==> config.mk <==
export PLATFORM = sky130hd
export DESIGN_NAME = tsm_test_mux
export DESIGN_NICKNAME = d
export VERILOG_FILES = /design/src/verilog/tsm_pkg.sv /design/src/verilog/tsm_test_mux.sv
export SDC_FILE = /design/constraint.sdc
export NUM_CORES = 1
export LEC_CHECK = 0
export BUFFER_PORTS_ARGS = -buffer_cell sky130_fd_sc_hd__buf_2
export CORE_MARGIN = 2
export CORE_UTILIZATION = 42
export CTS_CLUSTER_DIAMETER = 100
export CTS_CLUSTER_SIZE = 12
export DETAILED_ROUTE_END_ITERATION = 6
export GPL_ROUTABILITY_DRIVEN = 0
export GPL_TIMING_DRIVEN = 0
export PLACE_DENSITY = 0.93
export SETUP_SLACK_MARGIN = 0.15
export SYNTH_ARGS = -nofsm -noshare
export SYNTH_HDL_FRONTEND = slang
export SYNTH_SLANG_ARGS = --single-unit
export TNS_END_PERCENT = 10
==> constraint.sdc <==
create_clock -name i_clk -period 1.95 [get_ports i_clk]
set_input_delay 0.195 -clock i_clk [delete_from_list [all_inputs] [get_ports i_clk]]
set_output_delay 0.195 -clock i_clk [all_outputs]
set_load 0.03 [all_outputs]
==> src/verilog/tsm_pkg.sv <==
// Constants and carrier types for the two-pin test signal selector.
// Assumes the select codes arrive from a configuration register outside this block.
package tsm_pkg;

  localparam int SEL_WIDTH = 5;

  // ****************************************************************
  // Select codes
  // ****************************************************************
  localparam logic [4:0] SEL_NORMAL = 5'h00;
  localparam logic [4:0] SEL_CONV_LSB = 5'h01;
  localparam logic [4:0] SEL_RESYNC = 5'h02;
  localparam logic [4:0] SEL_LOCK = 5'h03;
  localparam logic [4:0] SEL_MOD_A = 5'h04;
  localparam logic [4:0] SEL_MOD_B = 5'h05;
  localparam logic [4:0] SEL_PD_FIRST = 5'h06;
  localparam logic [4:0] SEL_PD_LAST = 5'h0b;
  localparam logic [4:0] SEL_C12 = 5'h0c;
  localparam logic [4:0] SEL_C13 = 5'h0d;
  localparam logic [4:0] SEL_C14 = 5'h0e;
  localparam logic [4:0] SEL_FE_GAIN = 5'h0f;
  localparam logic [4:0] SEL_AMP_GAIN = 5'h10;
  localparam logic [4:0] SEL_C17 = 5'h11;
  localparam logic [4:0] SEL_HALF_CLK = 5'h17;
  localparam logic [4:0] SEL_C24 = 5'h18;
  localparam logic [4:0] SEL_SYN_FIRST = 5'h19;
  localparam logic [4:0] SEL_SYN_LAST = 5'h1c;
  localparam logic [4:0] SEL_CONV_CLK = 5'h1d;
  localparam logic [4:0] SEL_ZERO = 5'h1e;
  localparam logic [4:0] SEL_ONE = 5'h1f;

  // ****************************************************************
  // Reset values
  // ****************************************************************
  localparam logic RST_PIN = 1'b0;

  // ****************************************************************
  // Carriers
  // ****************************************************************
  // Power-down controls in select order, index 0 is select 6
  typedef struct packed {
    logic power_amp_powerdown;
    logic rx_frontend_powerdown;
    logic rx_filter_powerdown;
    logic amp_powerdown;
    logic converter_powerdown;
    logic synth_powerdown;
  } tsm_pd_t;

  // Synthesizer timing signals, index 0 is select 25
  typedef struct packed {
    logic synth_lock_window_sync;
    logic synth_lock_window;
    logic synth_div_tick;
    logic synth_ref_tick;
  } tsm_synth_t;

  typedef struct packed {
    logic frame_delimiter;
    logic clear_channel;
    logic conv_q_lsb;
    logic conv_i_lsb;
    logic late_resync_pulse;
    logic early_resync_pulse;
    logic synth_lock;
    logic chip_rate_clock;
    logic bit_rate_clock;
    logic chip_stream;
    logic bit_stream;
    logic gain_update_pulse;
    logic [4:0] amp_peak_flags;
    logic [1:0] frontend_gain_setting;
    logic [1:0] amp_gain_setting;
    logic amp_peak_reset_n;
    logic filter_cal_clock;
    logic half_xtal_clock;
    logic xtal_stable_flag;
    logic synth_freq_compare;
    logic converter_clock_a;
    logic converter_clock_b;
    tsm_pd_t pd;
    tsm_synth_t synth;
  } tsm_sources_t;

endpackage

==> src/verilog/tsm_test_mux.sv <==
// Two 32-way selectors that drive the frame-delimiter and channel-clear pins.
// Assumes all sources are synchronous to i_clk and selects come from io_config_one.
//
// Notes on behaviour
// Each pin has its own test select field
// Frame pin select 1: Q converter LSB
// Clear pin select 1: I converter LSB
// Frame pin select 2: late resync pulse
// Clear pin select 2: early resync pulse
// Select 3 on either pin: synth lock
// Frame pin 4/5: chip and bit clocks
// Clear pin 4/5: chip and bit data
// Selects 6-11: power-down controls in order
// Frame pin select 12: gain update pulse
// Frame pin 13/14: peak flags 1, 3
// Clear pin 12-14: peak flags 0, 2, 4
// 15/16 gain bits: frame bit1, clear bit0
// Frame pin select 17: peak detector reset
// Clear pin select 17: filter calibration clock
// Frame pin select 23: half crystal clock
// Frame pin select 24: crystal stable flag
// Clear pin select 24: frequency comparator
// Selects 25-28: synthesizer timing signals
// 29 converter clock, 30 low, 31 high
// Software avoids reserved select codes
// Select 0 restores normal pin function
`timescale 1ns/100ps

module tsm_test_mux
  import tsm_pkg::*;
(
  input wire logic i_clk,
  input wire logic i_reset,
  input wire logic [tsm_pkg::SEL_WIDTH-1:0] i_frame_pin_select,
  input wire logic [tsm_pkg::SEL_WIDTH-1:0] i_clear_pin_select,
  input wire tsm_pkg::tsm_sources_t i_src,
  output logic o_frame_pin,
  output logic o_clear_pin
);
  import tsm_pkg::*;

  // ****************************************************************
  // Frame-delimiter pin
  // ****************************************************************
  // Bit 0 of the pin vectors is the frame-delimiter pin, bit 1 the
  // clear-channel pin.
  localparam int PIN_COUNT = 2;

  logic next_frame_pin;
  logic next_clear_pin;
  logic [PIN_COUNT-1:0] next_pin;
  logic [PIN_COUNT-1:0] pin;

  // Each pin reads only its own select field
  always_comb begin
    unique case (i_frame_pin_select)
      // Normal function and receive samples
      SEL_NORMAL: begin
        next_frame_pin = i_src.frame_delimiter;
      end

      SEL_CONV_LSB: begin
        next_frame_pin = i_src.conv_q_lsb;
      end

      SEL_RESYNC: begin
        next_frame_pin = i_src.late_resync_pulse;
      end

      SEL_LOCK: begin
        next_frame_pin = i_src.synth_lock;
      end

      // Modulator timing; it only toggles while transmitting, so outside
      // a transmission the pin shows whatever idle level the source holds
      SEL_MOD_A: begin
        next_frame_pin = i_src.chip_rate_clock;
      end

      SEL_MOD_B: begin
        next_frame_pin = i_src.bit_rate_clock;
      end

      // Power-down controls, active high
      SEL_PD_FIRST: begin
        next_frame_pin = i_src.pd.synth_powerdown;
      end

      SEL_PD_FIRST + 5'h01: begin
        next_frame_pin = i_src.pd.converter_powerdown;
      end

      SEL_PD_FIRST + 5'h02: begin
        next_frame_pin = i_src.pd.amp_powerdown;
      end

      SEL_PD_FIRST + 5'h03: begin
        next_frame_pin = i_src.pd.rx_filter_powerdown;
      end

      SEL_PD_FIRST + 5'h04: begin
        next_frame_pin = i_src.pd.rx_frontend_powerdown;
      end

      SEL_PD_LAST: begin
        next_frame_pin = i_src.pd.power_amp_powerdown;
      end

      // Gain control; this pin carries the odd peak stages and the
      // upper bit of each gain field
      SEL_C12: begin
        next_frame_pin = i_src.gain_update_pulse;
      end

      SEL_C13: begin
        next_frame_pin = i_src.amp_peak_flags[1];
      end

      SEL_C14: begin
        next_frame_pin = i_src.amp_peak_flags[3];
      end

      SEL_FE_GAIN: begin
        next_frame_pin = i_src.frontend_gain_setting[1];
      end

      SEL_AMP_GAIN: begin
        next_frame_pin = i_src.amp_gain_setting[1];
      end

      SEL_C17: begin
        next_frame_pin = i_src.amp_peak_reset_n;
      end

      // Clock and oscillator status; a routed clock is resampled by
      // i_clk and survives only below half of its rate
      SEL_HALF_CLK: begin
        next_frame_pin = i_src.half_xtal_clock;
      end

      SEL_C24: begin
        next_frame_pin = i_src.xtal_stable_flag;
      end

      // Synthesizer timing
      SEL_SYN_FIRST: begin
        next_frame_pin = i_src.synth.synth_ref_tick;
      end

      SEL_SYN_FIRST + 5'h01: begin
        next_frame_pin = i_src.synth.synth_div_tick;
      end

      SEL_SYN_FIRST + 5'h02: begin
        next_frame_pin = i_src.synth.synth_lock_window;
      end

      SEL_SYN_LAST: begin
        next_frame_pin = i_src.synth.synth_lock_window_sync;
      end

      // Converter clock and fixed levels
      SEL_CONV_CLK: begin
        next_frame_pin = i_src.converter_clock_a;
      end

      SEL_ZERO: begin
        next_frame_pin = 1'b0;
      end

      SEL_ONE: begin
        next_frame_pin = 1'b1;
      end

      // Reserved codes have no defined output; a quiet low pin is the
      // safest thing to show if software programs one anyway
      SEL_C17 + 5'h01,
      SEL_C17 + 5'h02,
      SEL_C17 + 5'h03,
      SEL_C17 + 5'h04,
      SEL_C17 + 5'h05: begin
        next_frame_pin = 1'b0;
      end
    endcase
  end

  // ****************************************************************
  // Clear-channel pin
  // ****************************************************************
  // Each pin reads only its own select field
  always_comb begin
    unique case (i_clear_pin_select)
      // Normal function and receive samples
      SEL_NORMAL: begin
        next_clear_pin = i_src.clear_channel;
      end

      SEL_CONV_LSB: begin
        next_clear_pin = i_src.conv_i_lsb;
      end

      SEL_RESYNC: begin
        next_clear_pin = i_src.early_resync_pulse;
      end

      SEL_LOCK: begin
        next_clear_pin = i_src.synth_lock;
      end

      // Modulator data; it only moves while transmitting, so outside
      // a transmission the pin shows whatever idle level the source holds
      SEL_MOD_A: begin
        next_clear_pin = i_src.chip_stream;
      end

      SEL_MOD_B: begin
        next_clear_pin = i_src.bit_stream;
      end

      // Power-down controls, active high
      SEL_PD_FIRST: begin
        next_clear_pin = i_src.pd.synth_powerdown;
      end

      SEL_PD_FIRST + 5'h01: begin
        next_clear_pin = i_src.pd.converter_powerdown;
      end

      SEL_PD_FIRST + 5'h02: begin
        next_clear_pin = i_src.pd.amp_powerdown;
      end

      SEL_PD_FIRST + 5'h03: begin
        next_clear_pin = i_src.pd.rx_filter_powerdown;
      end

      SEL_PD_FIRST + 5'h04: begin
        next_clear_pin = i_src.pd.rx_frontend_powerdown;
      end

      SEL_PD_LAST: begin
        next_clear_pin = i_src.pd.power_amp_powerdown;
      end

      // Gain control; this pin carries the even peak stages and the
      // lower bit of each gain field
      SEL_C12: begin
        next_clear_pin = i_src.amp_peak_flags[0];
      end

      SEL_C13: begin
        next_clear_pin = i_src.amp_peak_flags[2];
      end

      SEL_C14: begin
        next_clear_pin = i_src.amp_peak_flags[4];
      end

      SEL_FE_GAIN: begin
        next_clear_pin = i_src.frontend_gain_setting[0];
      end

      SEL_AMP_GAIN: begin
        next_clear_pin = i_src.amp_gain_setting[0];
      end

      SEL_C17: begin
        next_clear_pin = i_src.filter_cal_clock;
      end

      // Synthesizer comparator and timing; the ticks are resampled by
      // i_clk and survive only below half of its rate
      SEL_C24: begin
        next_clear_pin = i_src.synth_freq_compare;
      end

      SEL_SYN_FIRST: begin
        next_clear_pin = i_src.synth.synth_ref_tick;
      end

      SEL_SYN_FIRST + 5'h01: begin
        next_clear_pin = i_src.synth.synth_div_tick;
      end

      SEL_SYN_FIRST + 5'h02: begin
        next_clear_pin = i_src.synth.synth_lock_window;
      end

      SEL_SYN_LAST: begin
        next_clear_pin = i_src.synth.synth_lock_window_sync;
      end

      // Converter clock and fixed levels
      SEL_CONV_CLK: begin
        next_clear_pin = i_src.converter_clock_b;
      end

      SEL_ZERO: begin
        next_clear_pin = 1'b0;
      end

      SEL_ONE: begin
        next_clear_pin = 1'b1;
      end

      // Reserved codes have no defined output; a quiet low pin is the
      // safest thing to show if software programs one anyway
      SEL_C17 + 5'h01,
      SEL_C17 + 5'h02,
      SEL_C17 + 5'h03,
      SEL_C17 + 5'h04,
      SEL_C17 + 5'h05,
      SEL_HALF_CLK: begin
        next_clear_pin = 1'b0;
      end
    endcase
  end

  // ****************************************************************
  // Output registers
  // ****************************************************************
  // One register stage keeps pin outputs glitch free; one-cycle pulses
  // stay one cycle wide, only delayed by one clock. The price is that
  // every test signal reaches its pin one clock late, which matters
  // only when a pin is compared against a signal that bypasses this register.
  assign next_pin = {next_clear_pin, next_frame_pin};

  // One identical register per pin
  generate
    for (genvar p = 0; p < PIN_COUNT; p++) begin : g_pin
      always_ff @(posedge i_clk) begin
        if (i_reset) begin
          pin[p] <= RST_PIN;
        end else begin
          pin[p] <= next_pin[p];
        end
      end
    end
  endgenerate

  assign o_frame_pin = pin[0];
  assign o_clear_pin = pin[1];

endmodule

==> flow_summary.toml, run 1 <==
[run_status]
status = "finished, final reports clean"

[route]
via_count = 888
drc = 0
firstDrtPassIters = 4
drt_iter0_drc = 11
wl_per_cell_microns = 12.32
totalWireLength_microns = 1946
ant_nets = 0
vias_per_cell = 5.620

[power]
pwr_density_cell_nw_per_um2 = 332.4
p_total_mw = 0.3165
peakVddDrop_uv = 145.6
power_leakage_nw = 0.4660

[clocking]
cts_tree = "done"
cts_hold_buf = 0
cts-buffers-inserted = 3
clk_pin_slew_ns = 0.03
root_buffer = "clkbuf_4"
post_cts_buffers = 0
cts_resized = 0
cts_buffer_depth = 2
cts.sinks = 2
htree_levels = 1

[worst_setup_path]
startpoint_type = "primary input"
critPathMaxFanout = 10
end_kind = "flop"
critPathArrivalTime_ns = 1.39
critPathRequiredTime_ns = 2.05
criticalPathCategory = "in -> reg"
crit_start = "i_frame_pin_select[4]"
endpoint = "o_frame_pin"

[yosys]
synth_top_family_by_area = "compound AO/OA/AOI/OAI gates"
synth.largest_area_cell = "mux2i_1"
yosysTopAreaCellShare_pct = 8.972
synth_compound_area_share_pct = 35.70
synthArstFlopShare_pct = 0
yosysSeqAreaShare_pct = 5.981
synthAdderAreaFrac_pct = 0
syn_area_per_cell_sq_um = 7.356
synth_xor_area_share_pct = 0
synth_seq_cells = 2
netlist_top_cells_area = "mux2i_1 (9.0%), clkbuf_8 (6.2%), dfxtp_1 (6.0%), nand3_1 (6.0%), a21oi_1 (5.2%)"
synth_cell_type_count = 37
synth_nets = 141
postSynthCellCount = 91
yosys.area_share.simple_pct = 27.85
yosys_warnings = 0
synthMuxAreaShare_pct = 15.70
synthFlopType = "dfxtp_1"
netlist_area_sq_um = 669.4
synth_commonest_cells = "nand3_1 (8), nor2_1 (8), a21oi_1 (7), mux2i_1 (6), o21ai_0 (5)"
synth_edf_count = 0

[flow_run]
cap_viol_max_count = 0

[floorplan]
die_w_microns = 43.92
core_region_area_sq_um = 1506
pin_count = 52
initial_core_util_pct = 44.44
die-area_sq_um = 1929
rows = 14
die_h_microns = 43.92

[final_layout]
fin_nets = 194
design_area_sq_um = 952.2
antenna_cells = 0
drive_gt1_share_pct = 45.07
syn2layout_area_growth_pct = 42.24

[worst_hold_path]
hp-start = "i_reset"
hold_path.class = "in -> reg"

[timing]
final.min_clock_period_ns = 1.292
rsz0062_at_grt = "no"
worst_slew_pin_slew_ns = 0.3370
holdWs_ns = 0.2621
slew_viol_final = 0
setup_viol = 0
hold_viol = 0
fin_crit_sh_pct = 66.27
setup_tns_ns = 0
slew_headroom_pct = 77.24
fmax_mhz = 773.8

[global_routing]
grt_pass1_wl_microns = 3036
grt_pass1_vias = 755
antenna_found_initial = 0
overflow = 0
grt_max_degree = 11
grtUsageTotal_pct = 20.32

[placed_design]
portBuffers = 48
placed_cell_area_sq_um = 929.6
dp_hpwl_microns = 1598
==> worst max-delay path, stage by stage <==
cell and delay [ns]:
buf_2 0.11, buf_6 0.13, o211ai_1 0.09, o41ai_1 0.11, a32o_1 0.22, a221o_1 0.29
o31a_1 0.24
==> flip-flops by register name, summed over array words and instances (netlist names) <==
| name | count |
|---|---|
| o_frame_pin | 1 |
| o_clear_pin | 1 |
==> layout by cell type (no fill, tap or decap), types with 2 or more instances in the layout <==
master      n
buf_6       2
nand3b_1    2
a311oi_1    2
clkbuf_4    3
buf_2      51
o21ai_0     5
nand3_1     8
nor2_1      8
inv_1       4
o211ai_1    2
a21oi_1     7
nand4b_1    2
nor3b_1     3
a221oi_1    2
mux2i_1     6
nor2b_1     4
nand2_1     3
clkbuf_8    3
mux2_2      2
dfxtp_1     2
a31oi_1     2
o2bb2ai_1   2
nor3_1      2
==> how the worst min path moves through the flow <==
stage | end | slack [ns] | cells after the start
after global routing | o_frame_pin | 0.26 | 3
after global placement | o_frame_pin | 0.48 | 3
after detailed placement | o_frame_pin | 0.49 | 3
after floorplan | o_frame_pin | 0.35 | 2
after CTS | o_frame_pin | 0.26 | 3
final | o_frame_pin | 0.26 | 3
==> logic make-up (layout without fill, tap and decap cells) <==
logic type,after synthesis,in the layout
mux,9,9
buf+inv,13,64
flops,2,2
compound gates,33,33
simple gates,34,34
==> cell type report <==
| type | instances | area (sq um) |
|---|---|---|
| plain buffers | 9 | 83.83 |
| clock buffers | 3 | 22.52 |
| fillers | 140 | 554.3 |
| inverters | 4 | 15.01 |
| multi-input cells | 76 | 530.5 |
| flip-flops and latches | 2 | 40.04 |
| well taps | 16 | 20.02 |
| repair buffers | 48 | 240.2 |
==> routing by layer <==
layer | track usage [%] | vias up | wire length (microns)
li1 | - | 462 | -
met1 | 25.69 | 386 | 897
met2 | 33.82 | 36 | 864
met3 | 4.167 | 4 | 156
met4 | 7.273 | 0 | 27
met5 | 0 | - | 0
==> power breakdown <==
group	switching (mW)	total (mW)	internal, mW	leakage, nW
combinational	0.0877	0.183	0.0955	0.436
clock	0.0194	0.0870	0.0676	0.0138
sequential	0.000717	0.0462	0.0455	0.0166
total	0.108	0.316	0.209	0.466
==> stage by stage <==
step | cells | util [%] | setup WS (ns)
after CTS | 158 | 63.21 | 0.6611
final | 158 | 63.21 | 0.6577
after global placement | 155 | 61.71 | 0.4516
after floorplan | 91 | - | 0.5937
after global routing | 158 | 63.21 | 0.5988
after detailed placement | 155 | 61.71 | 0.4485
(Power assumes the default switching activity.)
==> run 2: changes to the inputs <==
- CORE_UTILIZATION: 42 -> 35
- PLACE_DENSITY: 0.93 -> 0.84
- clock period: 1.95 -> 1.1 ns (I/O delays scaled with it)
==> flow_summary.toml, run 2 (same netlist as run 1, synthesis figures left out) <==
[route]
drc = 0
firstDrtPassIters = 4
drt_iter0_drc = 28
totalWireLength_microns = 2184
vias_per_cell = 5.673
wl_per_cell_microns = 13.00
via_count = 953
ant_nets = 0

[clocking]
htree_levels = 1
root_buffer = "clkbuf_4"
clk_pin_slew_ns = 0.03
cts.sinks = 2
cts_buffer_depth = 2
cts_tree = "done"
cts-buffers-inserted = 3

[worst_setup_path]
cpPeakStageDelay_ns = 0.29
critPathRequiredTime_ns = 1.20
critPathArrivalTime_ns = 1.29
criticalPathCategory = "in -> reg"
path_delay_family = "compound AO/OA/AOI/OAI gates"
worst_path_max_delay_cell = "a221o_1"
end_kind = "flop"
startpoint_type = "primary input"
critPathMaxFanout = 7
cp.buffers_inverters = 2
crit_chain = "buf_2 > buf_6 > o211ai_1 > o41ai_1 > a32o_1 > a221o_1 > o31a_1"

[global_routing]
grt_pass1_vias = 817
grt_max_degree = 11
grtUsageTotal_pct = 19.68
overflow = 0
antenna_found_initial = 0
grt_pass1_wl_microns = 3277

[power]
peakVddDrop_uv = 362.6
p_total_mw = 0.5982
power_leakage_nw = 0.4859
pwr_density_cell_nw_per_um2 = 591.7

[timing]
worst_slew_pin_slew_ns = 0.3031
layout_setup_ws_ns = -0.08254
rsz0062_at_grt = "yes"
final.min_clock_period_ns = 1.183
holdWs_ns = 0.1799
fmax_mhz = 845.6
fin_crit_sh_pct = 107.5
hold_viol = 0
slew_viol_final = 0
setup_viol = 1
slew_headroom_pct = 79.53

[floorplan]
initial_core_util_pct = 37.94
die-area_sq_um = 2278
pin_count = 52
die_h_microns = 47.73
rows = 15
core_region_area_sq_um = 1764
die_w_microns = 47.73

[final_layout]
fin_nets = 195
layout_common_cells = "buf_2 (48), nor2_1 (8), nand3_1 (8)"
antenna_cells = 0
mostFrequentLayoutCell = "buf_2"
drive_gt1_share_pct = 48.25
syn2layout_area_growth_pct = 51.03
final_util_pct = 57.30
design_area_sq_um = 1011

[flow_run]
cap_viol_max_count = 0

[worst_hold_path]
min_path_cells = 3
hp-start = "i_reset"
hold_path.class = "in -> reg"
holdPathEnd = "o_frame_pin"

[placed_design]
dp_hpwl_microns = 1716
portBuffers = 48
dp_slack_ns = -0.3153
placed_cell_area_sq_um = 949.7

[run_status]
violations = "setup timing"
status = "finished with violations"
-- run 2: changes by cell type in the layout (fill, tap and decap cells not counted), sizes merged --
cell and delta:
buf +1
-- run 2: how the worst max path moves through the flow --
stage                               start     endpoint  depth (start not counted)
global route        i_frame_pin_select[4]  o_frame_pin                          7
finish              i_frame_pin_select[4]  o_frame_pin                          7
global placement    i_frame_pin_select[4]  o_frame_pin                          7
floorplan           i_frame_pin_select[2]  o_frame_pin                          6
CTS                 i_frame_pin_select[4]  o_frame_pin                          7
detailed placement  i_frame_pin_select[4]  o_frame_pin                          7
-- run 2: area by class of cell --
cell class | instances | area [sq um]
well taps | 25 | 31.28
plain buffers | 9 | 101.3
repair buffers | 49 | 250.2
inverters | 4 | 15.01
clock buffers | 3 | 22.52
fillers | 192 | 753.2
multi-input cells | 76 | 550.5
flip-flops and latches | 2 | 40.04
-- run 2: repair_timing --
item | 4_1_cts | 5_1_grt
resized for setup | 6 | 4
pin swaps | 4 | 7
endpoints found under the setup margin | 2 | 2
buffers inserted | 1 | 0
hold buffers | 0 | 0
-- run 2: per-stage QoR --
| step | setup TNS (ns) | cells |
|---|---|---|
| floorplan | -0.1354 | 91 |
| detailed placement | -0.4808 | 164 |
| finish | -0.08254 | 168 |
| CTS | -0.07571 | 168 |
| global placement | -0.4688 | 164 |
| global route | -0.1290 | 168 |
-- run 2: metal layers --
metal	vias up	share of wire (%)	track usage (%)
met3	2	9.6	4.151
met1	439	40	23.54
li1	465	-	-
met2	47	49	35.47
met5	-	0	0
met4	0	0.73	4.865
-- run 2: power by group --
part           total [mW]  internal (mW)  leakage (nW)  switching (mW)
sequential         0.0820         0.0806        0.0166         0.00139
combinational       0.353          0.185         0.455           0.168
clock               0.163          0.121        0.0138          0.0423
total               0.598          0.386         0.486           0.212
